**src/pwc_map.vh**
```
// Register addresses, field positions, reset values and vectors
// for the port pad control and change-wake block.
// Assumes the core presents an 8-bit control-register access port.
// Function
// - Active-low pull-down bits for port 6 and port 5
// - Open-drain enable bits for port-6 pins 5..0
// - Active-low pull-high bits for port-6 pins 5..0
// - Mask two: bit7 comparator2, bit5 timer3 enables
// - Mask one bit6 enables converter-done flag
// - Mask one bits 2,1,0: ext, change, timer8
// - Request needs mask bit and global enable
// - Unused bits read as zero, except in the wake-control register
// - All control registers readable and writable
// - Ports 5, 6, 8 per-pin tri-state direction
// - Direction 1 is input high-z, 0 output
// - Port-6 change sets flag, interrupts, wakes
// - Wake enable plus sleep; change then wakes
// - Enabled change interrupt vectors to address 006H
// - Masked change wake resumes after sleep
// - Reset: pull and direction regs ones, others zero
`ifndef PWC_MAP_VH
`define PWC_MAP_VH

// ----------------------------------------------------------------
// Control-register addresses
// ----------------------------------------------------------------
`define PWC_ADR_P5_DATA   4'h5
`define PWC_ADR_P6_DATA   4'h6
`define PWC_ADR_P8_DATA   4'h8
`define PWC_ADR_WAKE_CTL  4'hA
`define PWC_ADR_PULLDOWN  4'hB
`define PWC_ADR_OPENDRN   4'hC
`define PWC_ADR_PULLHIGH  4'hD
`define PWC_ADR_MASK2     4'hE
`define PWC_ADR_MASK1     4'hF

// ----------------------------------------------------------------
// Field layout and implemented-bit masks
// ----------------------------------------------------------------
`define PWC_PD_USED       8'hF1
`define PWC_OD_USED       8'h3F
`define PWC_PH_USED       8'h3F
`define PWC_M2_USED       8'hA0
`define PWC_M1_USED       8'h47
`define PWC_M2_CMP2       7
`define PWC_M2_TMR3       5
`define PWC_M1_ADC        6
`define PWC_M1_EXT        2
`define PWC_M1_CHG        1
`define PWC_M1_TMR8       0
`define PWC_WAKE_CHG      6

// ----------------------------------------------------------------
// Reset values and vectors
// ----------------------------------------------------------------
`define PWC_RST_PD        8'hF1
`define PWC_RST_OD        8'h00
`define PWC_RST_PH        8'h3F
`define PWC_RST_MASK      8'h00
`define PWC_RST_DIR       8'hFF
`define PWC_VEC_CHANGE    12'h006

`endif

```
**src/pwc_top.v**
```verilog
// Port 5/6/8 pad control, interrupt masks and port-6 change wake.
// Assumes the core issues single-cycle register reads and writes,
// and one-cycle pulses for the global on/off and sleep instructions.
`timescale 1ns/100ps
`include "pwc_map.vh"
module pwc_top (
    input  wire        ref_clk,
    input  wire        rst_n,
    input  wire [3:0]  reg_addr,
    input  wire        reg_wr,
    input  wire        reg_rd,
    input  wire [7:0]  reg_wdata,
    input  wire        dir_sel,
    output reg  [7:0]  reg_rdata,
    input  wire        global_irq_on_instr,
    input  wire        global_irq_off_instr,
    input  wire        sleep_instr,
    input  wire        timer8_flag,
    input  wire        ext_pin_flag,
    input  wire        converter_done_flag,
    input  wire        comparator2_change_flag,
    input  wire        timer3_flag,
    input  wire        input_change_clr,
    output wire        input_change_flag,
    output wire        irq_req,
    output wire [11:0] irq_vector,
    output wire        asleep,
    output reg         wake_pulse,
    output reg         wake_to_vector,
    input  wire [7:0]  port5_in,
    output wire [7:0]  port5_out,
    output wire [7:0]  port5_oe,
    output wire        port5_pull_down_en,
    input  wire [7:0]  port6_in,
    output wire [7:0]  port6_out,
    output wire [7:0]  port6_oe,
    output wire [5:0]  port6_pull_up_en,
    output wire [3:0]  port6_pull_down_en,
    input  wire [7:0]  port8_in,
    output wire [7:0]  port8_out,
    output wire [7:0]  port8_oe
);
    // ------------------------------------------------------------
    // Registers
    // ------------------------------------------------------------
    reg [7:0] pull_down_control_q;
    reg [7:0] open_drain_control_q;
    reg [7:0] pull_high_control_q;
    reg [7:0] interrupt_mask_second_q;
    reg [7:0] interrupt_mask_first_q;
    reg [7:0] port5_direction_q;
    reg [7:0] port6_direction_q;
    reg [7:0] port8_direction_q;
    reg [7:0] port5_data_q;
    reg [7:0] port6_data_q;
    reg [7:0] port8_data_q;
    reg [7:0] wake_ctl_q;
    reg [7:0] p6_ref_q;
    reg       chg_flag_q;
    reg       global_en_q;
    reg       asleep_q;

    wire [7:0] p5_s;
    wire [7:0] p6_s;
    wire [7:0] p8_s;

    // ------------------------------------------------------------
    // Input synchronisers
    // ------------------------------------------------------------
    pwc_sync #(.W(24)) u_sync (
        .ref_clk  (ref_clk),
        .rst_n    (rst_n),
        .async_in ({port8_in, port6_in, port5_in}),
        .sync_out ({p8_s, p6_s, p5_s})
    );

    wire wr_ctl  = reg_wr & ~dir_sel;
    wire wr_dir  = reg_wr & dir_sel;
    wire rd_p6   = reg_rd & ~dir_sel & (reg_addr == `PWC_ADR_P6_DATA);
    wire chg_now = |(p6_s ^ p6_ref_q);

    // ------------------------------------------------------------
    // Register writes
    // ------------------------------------------------------------
    always @(posedge ref_clk or negedge rst_n) begin
        if (!rst_n) begin
            pull_down_control_q     <= `PWC_RST_PD;
            open_drain_control_q    <= `PWC_RST_OD;
            pull_high_control_q     <= `PWC_RST_PH;
            interrupt_mask_second_q <= `PWC_RST_MASK;
            interrupt_mask_first_q  <= `PWC_RST_MASK;
            port5_direction_q       <= `PWC_RST_DIR;
            port6_direction_q       <= `PWC_RST_DIR;
            port8_direction_q       <= `PWC_RST_DIR;
            port5_data_q            <= 8'h00;
            port6_data_q            <= 8'h00;
            port8_data_q            <= 8'h00;
            wake_ctl_q              <= 8'h00;
        end else if (wr_dir) begin
            case (reg_addr)
                `PWC_ADR_P5_DATA: port5_direction_q <= reg_wdata;
                `PWC_ADR_P6_DATA: port6_direction_q <= reg_wdata;
                `PWC_ADR_P8_DATA: port8_direction_q <= reg_wdata;
                `PWC_ADR_PULLDOWN: pull_down_control_q <=
                    reg_wdata & `PWC_PD_USED;
                `PWC_ADR_OPENDRN: open_drain_control_q <=
                    reg_wdata & `PWC_OD_USED;
                `PWC_ADR_PULLHIGH: pull_high_control_q <=
                    reg_wdata & `PWC_PH_USED;
                `PWC_ADR_MASK2: interrupt_mask_second_q <=
                    reg_wdata & `PWC_M2_USED;
                `PWC_ADR_MASK1: interrupt_mask_first_q <=
                    reg_wdata & `PWC_M1_USED;
                default: ;
            endcase
        end else if (wr_ctl) begin
            case (reg_addr)
                `PWC_ADR_P5_DATA:  port5_data_q <= reg_wdata;
                `PWC_ADR_P6_DATA:  port6_data_q <= reg_wdata;
                `PWC_ADR_P8_DATA:  port8_data_q <= reg_wdata;
                `PWC_ADR_WAKE_CTL: wake_ctl_q   <= reg_wdata;
                default: ;
            endcase
        end
    end

    // ------------------------------------------------------------
    // Read mux
    // ------------------------------------------------------------
    always @* begin
        reg_rdata = 8'h00;
        if (dir_sel) begin
            case (reg_addr)
                `PWC_ADR_P5_DATA:  reg_rdata = port5_direction_q;
                `PWC_ADR_P6_DATA:  reg_rdata = port6_direction_q;
                `PWC_ADR_P8_DATA:  reg_rdata = port8_direction_q;
                `PWC_ADR_PULLDOWN: reg_rdata = pull_down_control_q;
                `PWC_ADR_OPENDRN:  reg_rdata = open_drain_control_q;
                `PWC_ADR_PULLHIGH: reg_rdata = pull_high_control_q;
                `PWC_ADR_MASK2:    reg_rdata = interrupt_mask_second_q;
                `PWC_ADR_MASK1:    reg_rdata = interrupt_mask_first_q;
                default:           reg_rdata = 8'h00;
            endcase
        end else begin
            case (reg_addr)
                `PWC_ADR_P5_DATA:  reg_rdata = p5_s;
                `PWC_ADR_P6_DATA:  reg_rdata = p6_s;
                `PWC_ADR_P8_DATA:  reg_rdata = p8_s;
                `PWC_ADR_WAKE_CTL: reg_rdata = wake_ctl_q;
                default:           reg_rdata = 8'h00;
            endcase
        end
    end

    // ------------------------------------------------------------
    // Change detect, global enable, sleep
    // ------------------------------------------------------------
    wire chg_ie  = interrupt_mask_first_q[`PWC_M1_CHG];
    wire wake_ok = wake_ctl_q[`PWC_WAKE_CHG] & chg_now;

    always @(posedge ref_clk or negedge rst_n) begin
        if (!rst_n) begin
            p6_ref_q       <= 8'h00;
            chg_flag_q     <= 1'b0;
            global_en_q    <= 1'b0;
            asleep_q       <= 1'b0;
            wake_pulse     <= 1'b0;
            wake_to_vector <= 1'b0;
        end else begin
            if (rd_p6)
                p6_ref_q <= p6_s;
            // Set beats clear so no edge is lost
            if (chg_now & ~rd_p6)
                chg_flag_q <= 1'b1;
            else if (input_change_clr)
                chg_flag_q <= 1'b0;
            if (global_irq_on_instr)
                global_en_q <= 1'b1;
            else if (global_irq_off_instr)
                global_en_q <= 1'b0;
            wake_pulse     <= 1'b0;
            wake_to_vector <= 1'b0;
            if (sleep_instr)
                asleep_q <= 1'b1;
            else if (asleep_q & wake_ok) begin
                asleep_q       <= 1'b0;
                wake_pulse     <= 1'b1;
                wake_to_vector <= chg_ie & global_en_q;
            end
        end
    end

    wire [7:0] pend = {comparator2_change_flag &
                       interrupt_mask_second_q[`PWC_M2_CMP2],
                       converter_done_flag &
                       interrupt_mask_first_q[`PWC_M1_ADC],
                       timer3_flag & interrupt_mask_second_q[`PWC_M2_TMR3],
                       3'b000,
                       ext_pin_flag & interrupt_mask_first_q[`PWC_M1_EXT],
                       timer8_flag & interrupt_mask_first_q[`PWC_M1_TMR8]};
    wire chg_pend = chg_flag_q & chg_ie;

    assign irq_req = global_en_q & ~asleep_q & (chg_pend | (|pend));
    assign irq_vector = `PWC_VEC_CHANGE;
    assign input_change_flag = chg_flag_q;
    assign asleep = asleep_q;

    // ------------------------------------------------------------
    // Pads
    // ------------------------------------------------------------
    wire [7:0] p5_pd;
    wire [7:0] p6_pu;
    wire [7:0] p6_pd;

    pwc_pad #(.W(8)) u_p5 (
        .out_data     (port5_data_q),
        .dir_in       (port5_direction_q),
        .od_en        (8'h00),
        .pu_off       (8'hFF),
        .pd_off       ({7'h7F, pull_down_control_q[0]}),
        .pad_out      (port5_out),
        .pad_oe       (port5_oe),
        .pull_up_en   (),
        .pull_down_en (p5_pd)
    );
    pwc_pad #(.W(8)) u_p6 (
        .out_data     (port6_data_q),
        .dir_in       (port6_direction_q),
        .od_en        (open_drain_control_q),
        .pu_off       ({2'b11, pull_high_control_q[5:0]}),
        .pd_off       ({4'hF, pull_down_control_q[7:4]}),
        .pad_out      (port6_out),
        .pad_oe       (port6_oe),
        .pull_up_en   (p6_pu),
        .pull_down_en (p6_pd)
    );
    pwc_pad #(.W(8)) u_p8 (
        .out_data     (port8_data_q),
        .dir_in       (port8_direction_q),
        .od_en        (8'h00),
        .pu_off       (8'hFF),
        .pd_off       (8'hFF),
        .pad_out      (port8_out),
        .pad_oe       (port8_oe),
        .pull_up_en   (),
        .pull_down_en ()
    );
    assign port5_pull_down_en = p5_pd[0];
    assign port6_pull_up_en   = p6_pu[5:0];
    assign port6_pull_down_en = p6_pd[3:0];
endmodule

```
**src/pwc_sync.v**
```verilog
// Two-flop level synchroniser, one per bit.
// Assumes inputs are asynchronous to ref_clk.
`timescale 1ns/100ps
module pwc_sync #(
    parameter W = 8
) (
    input  wire         ref_clk,
    input  wire         rst_n,
    input  wire [W-1:0] async_in,
    output wire [W-1:0] sync_out
);
    reg [W-1:0] meta_q;
    reg [W-1:0] sync_q;

    always @(posedge ref_clk or negedge rst_n) begin
        if (!rst_n) begin
            meta_q <= {W{1'b0}};
            sync_q <= {W{1'b0}};
        end else begin
            meta_q <= async_in;
            sync_q <= meta_q;
        end
    end

    assign sync_out = sync_q;
endmodule

```
**src/pwc_pad.v**
```verilog
// Per-pin pad control: direction, open-drain, pulls.
// Assumes control bits arrive from registers on the same clock.
`timescale 1ns/100ps
module pwc_pad #(
    parameter W = 8
) (
    input  wire [W-1:0] out_data,
    input  wire [W-1:0] dir_in,
    input  wire [W-1:0] od_en,
    input  wire [W-1:0] pu_off,
    input  wire [W-1:0] pd_off,
    output wire [W-1:0] pad_out,
    output wire [W-1:0] pad_oe,
    output wire [W-1:0] pull_up_en,
    output wire [W-1:0] pull_down_en
);
    genvar i;
    generate
        for (i = 0; i < W; i = i + 1) begin : g_pin
            // Open-drain never drives high
            assign pad_oe[i] = ~dir_in[i] &
                               ~(od_en[i] & out_data[i]);
            assign pad_out[i] = od_en[i] ? 1'b0 : out_data[i];
            assign pull_up_en[i]   = ~pu_off[i];
            assign pull_down_en[i] = ~pd_off[i];
        end
    endgenerate
endmodule

```
**config.mk**
```make
export PLATFORM = sky130hd
export DESIGN_NAME = pwc_top
export DESIGN_NICKNAME = d
export VERILOG_FILES = /design/src/pwc_top.v /design/src/pwc_sync.v /design/src/pwc_pad.v
export VERILOG_INCLUDE_DIRS = /design/src
export SDC_FILE = /design/constraint.sdc
export NUM_CORES = 1
export LEC_CHECK = 0
export ABC_CLOCK_PERIOD_IN_PS = 1300
export BUFFER_PORTS_ARGS = -buffer_cell sky130_fd_sc_hd__buf_2
export CAP_MARGIN = 25
export CORE_AREA = 2 2 112 114
export CTS_BUF_LIST = sky130_fd_sc_hd__clkbuf_8
export CTS_CLUSTER_DIAMETER = 100
export DETAILED_ROUTE_END_ITERATION = 16
export DIE_AREA = 0 0 114 116
export PLACE_DENSITY_LB_ADDON = 0.05
export SETUP_SLACK_MARGIN = 0.2
export SYNTH_ARGS = -nofsm -noshare
export SYNTH_HDL_FRONTEND = slang
export SYNTH_SLANG_ARGS = --single-unit
```
**constraint.sdc**
```tcl
create_clock -name ref_clk -period 1.3 [get_ports ref_clk]
set_clock_uncertainty 0.15 [all_clocks]
set_input_delay 0 -clock ref_clk [delete_from_list [all_inputs] [get_ports ref_clk]]
set_output_delay 0 -clock ref_clk [all_outputs]
set_load 0.005 [all_outputs]
```
# Yosys cells after proc, flatten, opt, wreduce, memory -nomap -nowiden
# Index checks and enable logic that the tools add are counted.
# W data, S select, Z words.
# op_classes
eq_ne	9
muxes	19
n_bitwise	75
n_reduce_logical	17
# op_table
operator	n
$pmux W8 S8	1
$not A1 Y1	45
$pmux W8 S4	1
$and A1 B1 Y1	28
$eq A4 B4 Y1 const B	7
$mux W1	16
$reduce_and A2 Y1	8
$reduce_and A3 Y1	4
$eq A4 B3 Y1 const B	2
$mux W8	1
$reduce_or A8 Y1	1
$xor A8 B8 Y8	1
$reduce_bool A2 Y1	3
$reduce_or A5 Y1	1
$or A1 B1 Y1	1
# totals
register_bits	140
inputBits	50
output_inout_bits	84
elab_cells	140

# Longest topological paths before layout
# logic_depth
ltp_word	6
ltp_mapped	7
ltp_nobuf	4

# Modules after synthesis
# From an unflattened synthesis, not the netlist that was laid out.
# unflattened
hier_cells	503
area_unflattened_um2	6433.7
# modules_own_cells
mod	n_inst	cells_each	area_each_um2
pwc_top	1	359	4650.7
pwc_sync	1	48	1201.2
pwc_pad	3	32	193.9

# Least setup slack after synthesis
# Ideal clock, no wire load.
# synth_path
path_kind	input-to-reg
from	in reg_addr[1]
to	reg port6_direction_q[0]
setup_time_ns	0.085
t_arrival_ns	1.123
t_required_ns	1.065
path_slack_ns	-0.058
stages	5
cell_sequence	buf_2 and4bb_2 and3_1 buf_2 mux2_1
# synth_between
elab_chain_len	2
# synth_rtl
item	line_no	rtl
start, declared	pwc_top.v:9	input wire [3:0] reg_addr,
$eq A4 B3 Y1	pwc_top.v:100	case (reg_addr)
$reduce_and A2 Y1 (no source line)	-	
end signal, assigned	pwc_top.v:93	port6_direction_q <= `PWC_RST_DIR;
end signal, assigned	pwc_top.v:102	`PWC_ADR_P6_DATA: port6_direction_q <= reg_wdata;
end, declared	pwc_top.v:52	reg [7:0] port6_direction_q;
# Every way passes these cells.
# A chain may end at the register's enable or synchronous reset.

# Final worst setup path
# layout_path
from	reg pull_down_control_q[6]
to	out reg_rdata[6]
# layout_between
elab_chain_len	2
# layout_rtl
item	line_no	rtl
start, declared	pwc_top.v:46	reg [7:0] pull_down_control_q;
start signal, assigned	pwc_top.v:87	pull_down_control_q <= `PWC_RST_PD;
start signal, assigned	pwc_top.v:104	`PWC_ADR_PULLDOWN: pull_down_control_q <=
$pmux W8 S8	pwc_top.v:133	case (reg_addr)
$mux W8	pwc_top.v:132	if (dir_sel) begin
end, declared	pwc_top.v:14	output reg [7:0] reg_rdata,
# Every way passes these cells.

==> reports/results.md <==
• status: finished, violations left
• violated checks: negative hold slack, negative setup slack
• critical register-to-register path startpoint: u_sync.sync_out[11]
• count of routing violations after the opening detailed-route iteration: 230
• post-route worst hold slack: -0.0866 ns
• Pleak: 0.00443 uW
• worst reg2reg setup slack: -0.15 ns
• Layout Area Growth over Synthesis: 52.9%
• worst-case setup margin in the final layout: -0.704 ns
• slowest stage delay, CP: 0.54 ns
• residual antenna-violating net count after detailed routing: 0
• Die H: 116 um
• CTS Root Buffer Type: sky130_fd_sc_hd__clkbuf_8
• gate count after technology mapping: 494
• vias in the first global route: 4868
• worst reg-to-reg path cell count: 4
• GRT Resource Usage Total: 0.274
• width of the die: 114 um
• share of synthesized area occupied by flip-flops and latches: 0.593
• floorplan die area: 13200 sq um
• peak fanout along the critical path: 2
• clock-pin transition on the worst setup and hold timing paths: 0.09 ns
• count of buffer and inverter cells on the critical path: 1
• initial antenna violation count: 0
• total of flip-flops plus latches after synthesis: 140
• startpoint class of the critical path: flip-flop
• n_diodes: 0
• cell at the slowest stage of the critical path: sky130_fd_sc_hd__dfstp_2
• Yosys top cell area share: 0.439
• utilization after layout: 0.768
• critical path launch point: pull_down_control_q[6]
• unrepaired setup endpoints after global routing: true
• fill cell instance count of the final layout: 740
• initial standard-cell utilization of the core: 0.502
• insertion delay to the later sink of the worst-skew pair: 0.45 ns
• count leader, synth: sky130_fd_sc_hd__dfrtp_1
• Critical Path Sink: reg_rdata[6]
• number of pins exceeding their max-slew limit in the final report: 0
• worst reg2reg endpoint: wake_pulse
• count of max-cap constraint violations: 0
• Boundary Pins: 134
• count of port buffers added during placement: 121
• fmax: 499 MHz
• total of endpoints with negative setup slack in the final report: 42
• count of flip-flops with a built-in enable after synthesis: 0
• clk sink count: 140
• layout net count: 816
• detail-routed via count per cell: 5.16
• aggregate global routing overflow: 0
• core footprint: 11900 sq um
• DRC violations left: 0
• first-pass GRT wire length: 26.8 mm
• mean post-synth cell area: 12.1 sq um
• Tightest Hold Check Type: in2async
• WL/cell: 19.1 um
• number of detailed-route iterations in the first pass: 4
• proportion of register bits with asynchronous set or reset after synthesis: 1.00
• Cell Rows: 40
• Clock Tree Buf Depth: 2
• final period demand of the worst path: 2.00 ns
• total CTS buffers: 17
• Post-Synthesis Cell Area: 5980 sq um
• Worst Tran Pin Value: 0.558 ns
• final estimated routing congestion in global placement: 0.900
• Crit. path cell count: 5
• routed wire length: 17.6 mm
• Post-CTS Hold Buffers: 38
• clock tree from TritonCTS: yes
• number of distinct standard cells referenced by the synthesized netlist: 56
• worst-case vdd ir drop: 1.41 mV
• type of the worst setup path: reg2out
• pwr/cell area: 1400 nW/um^2
• tightest slew margin relative to the limit: 0.628
• top flip-flop cell by instance count after synthesis: sky130_fd_sc_hd__dfrtp_1
• maximum number of pins on one net before global-route repair: 46
• largest cells by area after synthesis: sky130_fd_sc_hd__dfrtp_1, sky130_fd_sc_hd__dfstp_2, sky130_fd_sc_hd__mux2_1, sky130_fd_sc_hd__nand2_1, sky130_fd_sc_hd__o21ai_1
• worst path cell trace: mux2i_2, or3_4, and3_4, o22ai_4, buf_2
• Critical Path End Type: output port
• Crit path required time: 1.15 ns
• cell accounting for the most synthesized area: sky130_fd_sc_hd__dfrtp_1
• Synth top cells by count: sky130_fd_sc_hd__dfrtp_1, sky130_fd_sc_hd__mux2_1, sky130_fd_sc_hd__nand2_1, sky130_fd_sc_hd__dfstp_2, sky130_fd_sc_hd__o21ai_1
• vias after detailed routing: 4777
• arrival time at the worst endpoint: 1.85 ns
• dominant delay contributor by cell family on the critical path: flip-flops
• worst setup timing slack at the placement stage: -0.381 ns
• Clock H-tree levels: 4
• layout cells sized above 1: 0.569
• Period Utilization, post-route: 1.54
• count of synthesis-stage warnings from yosys: 0
• half-perimeter wire length after detailed placement: 11.9 mm
• number of hold-slack violations in the final timing report: 21
==> metrics by stage <==
step / instances / instance area [sq um] / power (uW) / setup TNS [ns]
after floorplan: 504 / 6260 / 6780 / 0
after global placement: 813 / 7490 / 7970 / -15.50
after detailed placement: 813 / 7490 / 8030 / -17.08
after CTS: 898 / 8640 / 12400 / -7.83
after global routing: 926 / 9150 / 13400 / -9.53
final: 926 / 9150 / 12800 / -7.09
==> flip-flops by register name, summed over array words and instances (netlist names), 2 cells and up <==
signal	flops
p6_ref_q	8
port8_data_q	8
interrupt_mask_first_q	4
interrupt_mask_second_q	2
u_sync.sync_out	24
pull_down_control_q	5
u_sync.meta_q	24
port8_direction_q	8
port6_direction_q	8
open_drain_control_q	6
pull_high_control_q	6
port6_data_q	8
port5_data_q	8
port5_direction_q	8
wake_ctl_q	8
==> logic make-up after synthesis <==
| group | count (synthesis) | synth area share |
|---|---|---|
| xor gates and xnor gates | 9 | 0.0144 |
| and+or+nand+nor | 110 | 0.106 |
| buffers and inverters | 77 | 0.0646 |
| DFF | 140 | 0.593 |
| other | 2 | 0.00126 |
| AOI/OAI and AO/OA | 87 | 0.0931 |
| muxes | 69 | 0.128 |
==> worst min path at each step <==
| stage | startpoint | end |
|---|---|---|
| after global placement | rst_n | wake_to_vector |
| after global routing | rst_n | wake_pulse |
| after floorplan | rst_n | asleep |
| after detailed placement | rst_n | wake_to_vector |
| final | rst_n | wake_ctl_q[6] |
| after CTS | rst_n | wake_ctl_q[6] |
==> cell usage in the layout (no fill, tap or decap), types with 8 or more instances in the layout <==
cell / n
sky130_fd_sc_hd__dfrtp_1: 103
sky130_fd_sc_hd__buf_4: 96
sky130_fd_sc_hd__buf_2: 94
sky130_fd_sc_hd__buf_6: 45
sky130_fd_sc_hd__nand2_1: 41
sky130_fd_sc_hd__dlygate4sd3_1: 38
sky130_fd_sc_hd__mux2_4: 36
sky130_fd_sc_hd__dfstp_2: 35
sky130_fd_sc_hd__inv_2: 29
sky130_fd_sc_hd__o21ai_1: 28
sky130_fd_sc_hd__clkbuf_8: 19
sky130_fd_sc_hd__mux2_1: 17
sky130_fd_sc_hd__nor2b_1: 13
sky130_fd_sc_hd__conb_1: 12
sky130_fd_sc_hd__buf_12: 11
sky130_fd_sc_hd__mux2i_1: 9
sky130_fd_sc_hd__a21oi_2: 8
sky130_fd_sc_hd__nand2_2: 8
==> cell type report <==
cell class / count / area [sq um] / share of cell area
sequential: 140 / 3550 / 0.388
multi-input combinational: 287 / 2490 / 0.272
timing repair buffer: 287 / 2360 / 0.258
clock buffer: 19 / 262 / 0.0286
tap: 147 / 184 / 0.0201
clock inverter: 13 / 179 / 0.0196
inverter: 33 / 124 / 0.0135
==> metal layers <==
metal / track usage / vias up / routed length, um
li1: - / 2238 / -
met3: 0.0570 / 27 / 926
met1: 0.350 / 2377 / 7480
met5: 0 / - / 0
met2: 0.470 / 135 / 8880
met4: 0.0911 / 0 / 359
==> what timing repair did <==
| item | CTS | global route |
|---|---|---|
| gates cloned | 0 | 2 |
| endpoints found under the setup margin | 77 | 90 |
| endpoints found under the hold margin | 256 | 20 |
| setup buffers | 15 | 26 |
| pin swaps | 18 | 16 |
| resized for setup | 73 | 57 |
==> worst register-to-register path, delay by kind of cell, from the launching register on <==
kind | cells | cell delay, ns
xor+xnor | 1 | 0.16
compound gates | 1 | 0.28
simple gates | 2 | 0.31
flops | 1 | 0.44
==> power by group <==
part	total (uW)	switching, uW	internal (uW)	leakage, uW
logic	3280	1300	1980	0.00256
registers	5660	465	5190	0.00165
clock network	3860	1810	2050	0.000220
Power figures use the tool's default switching activity.
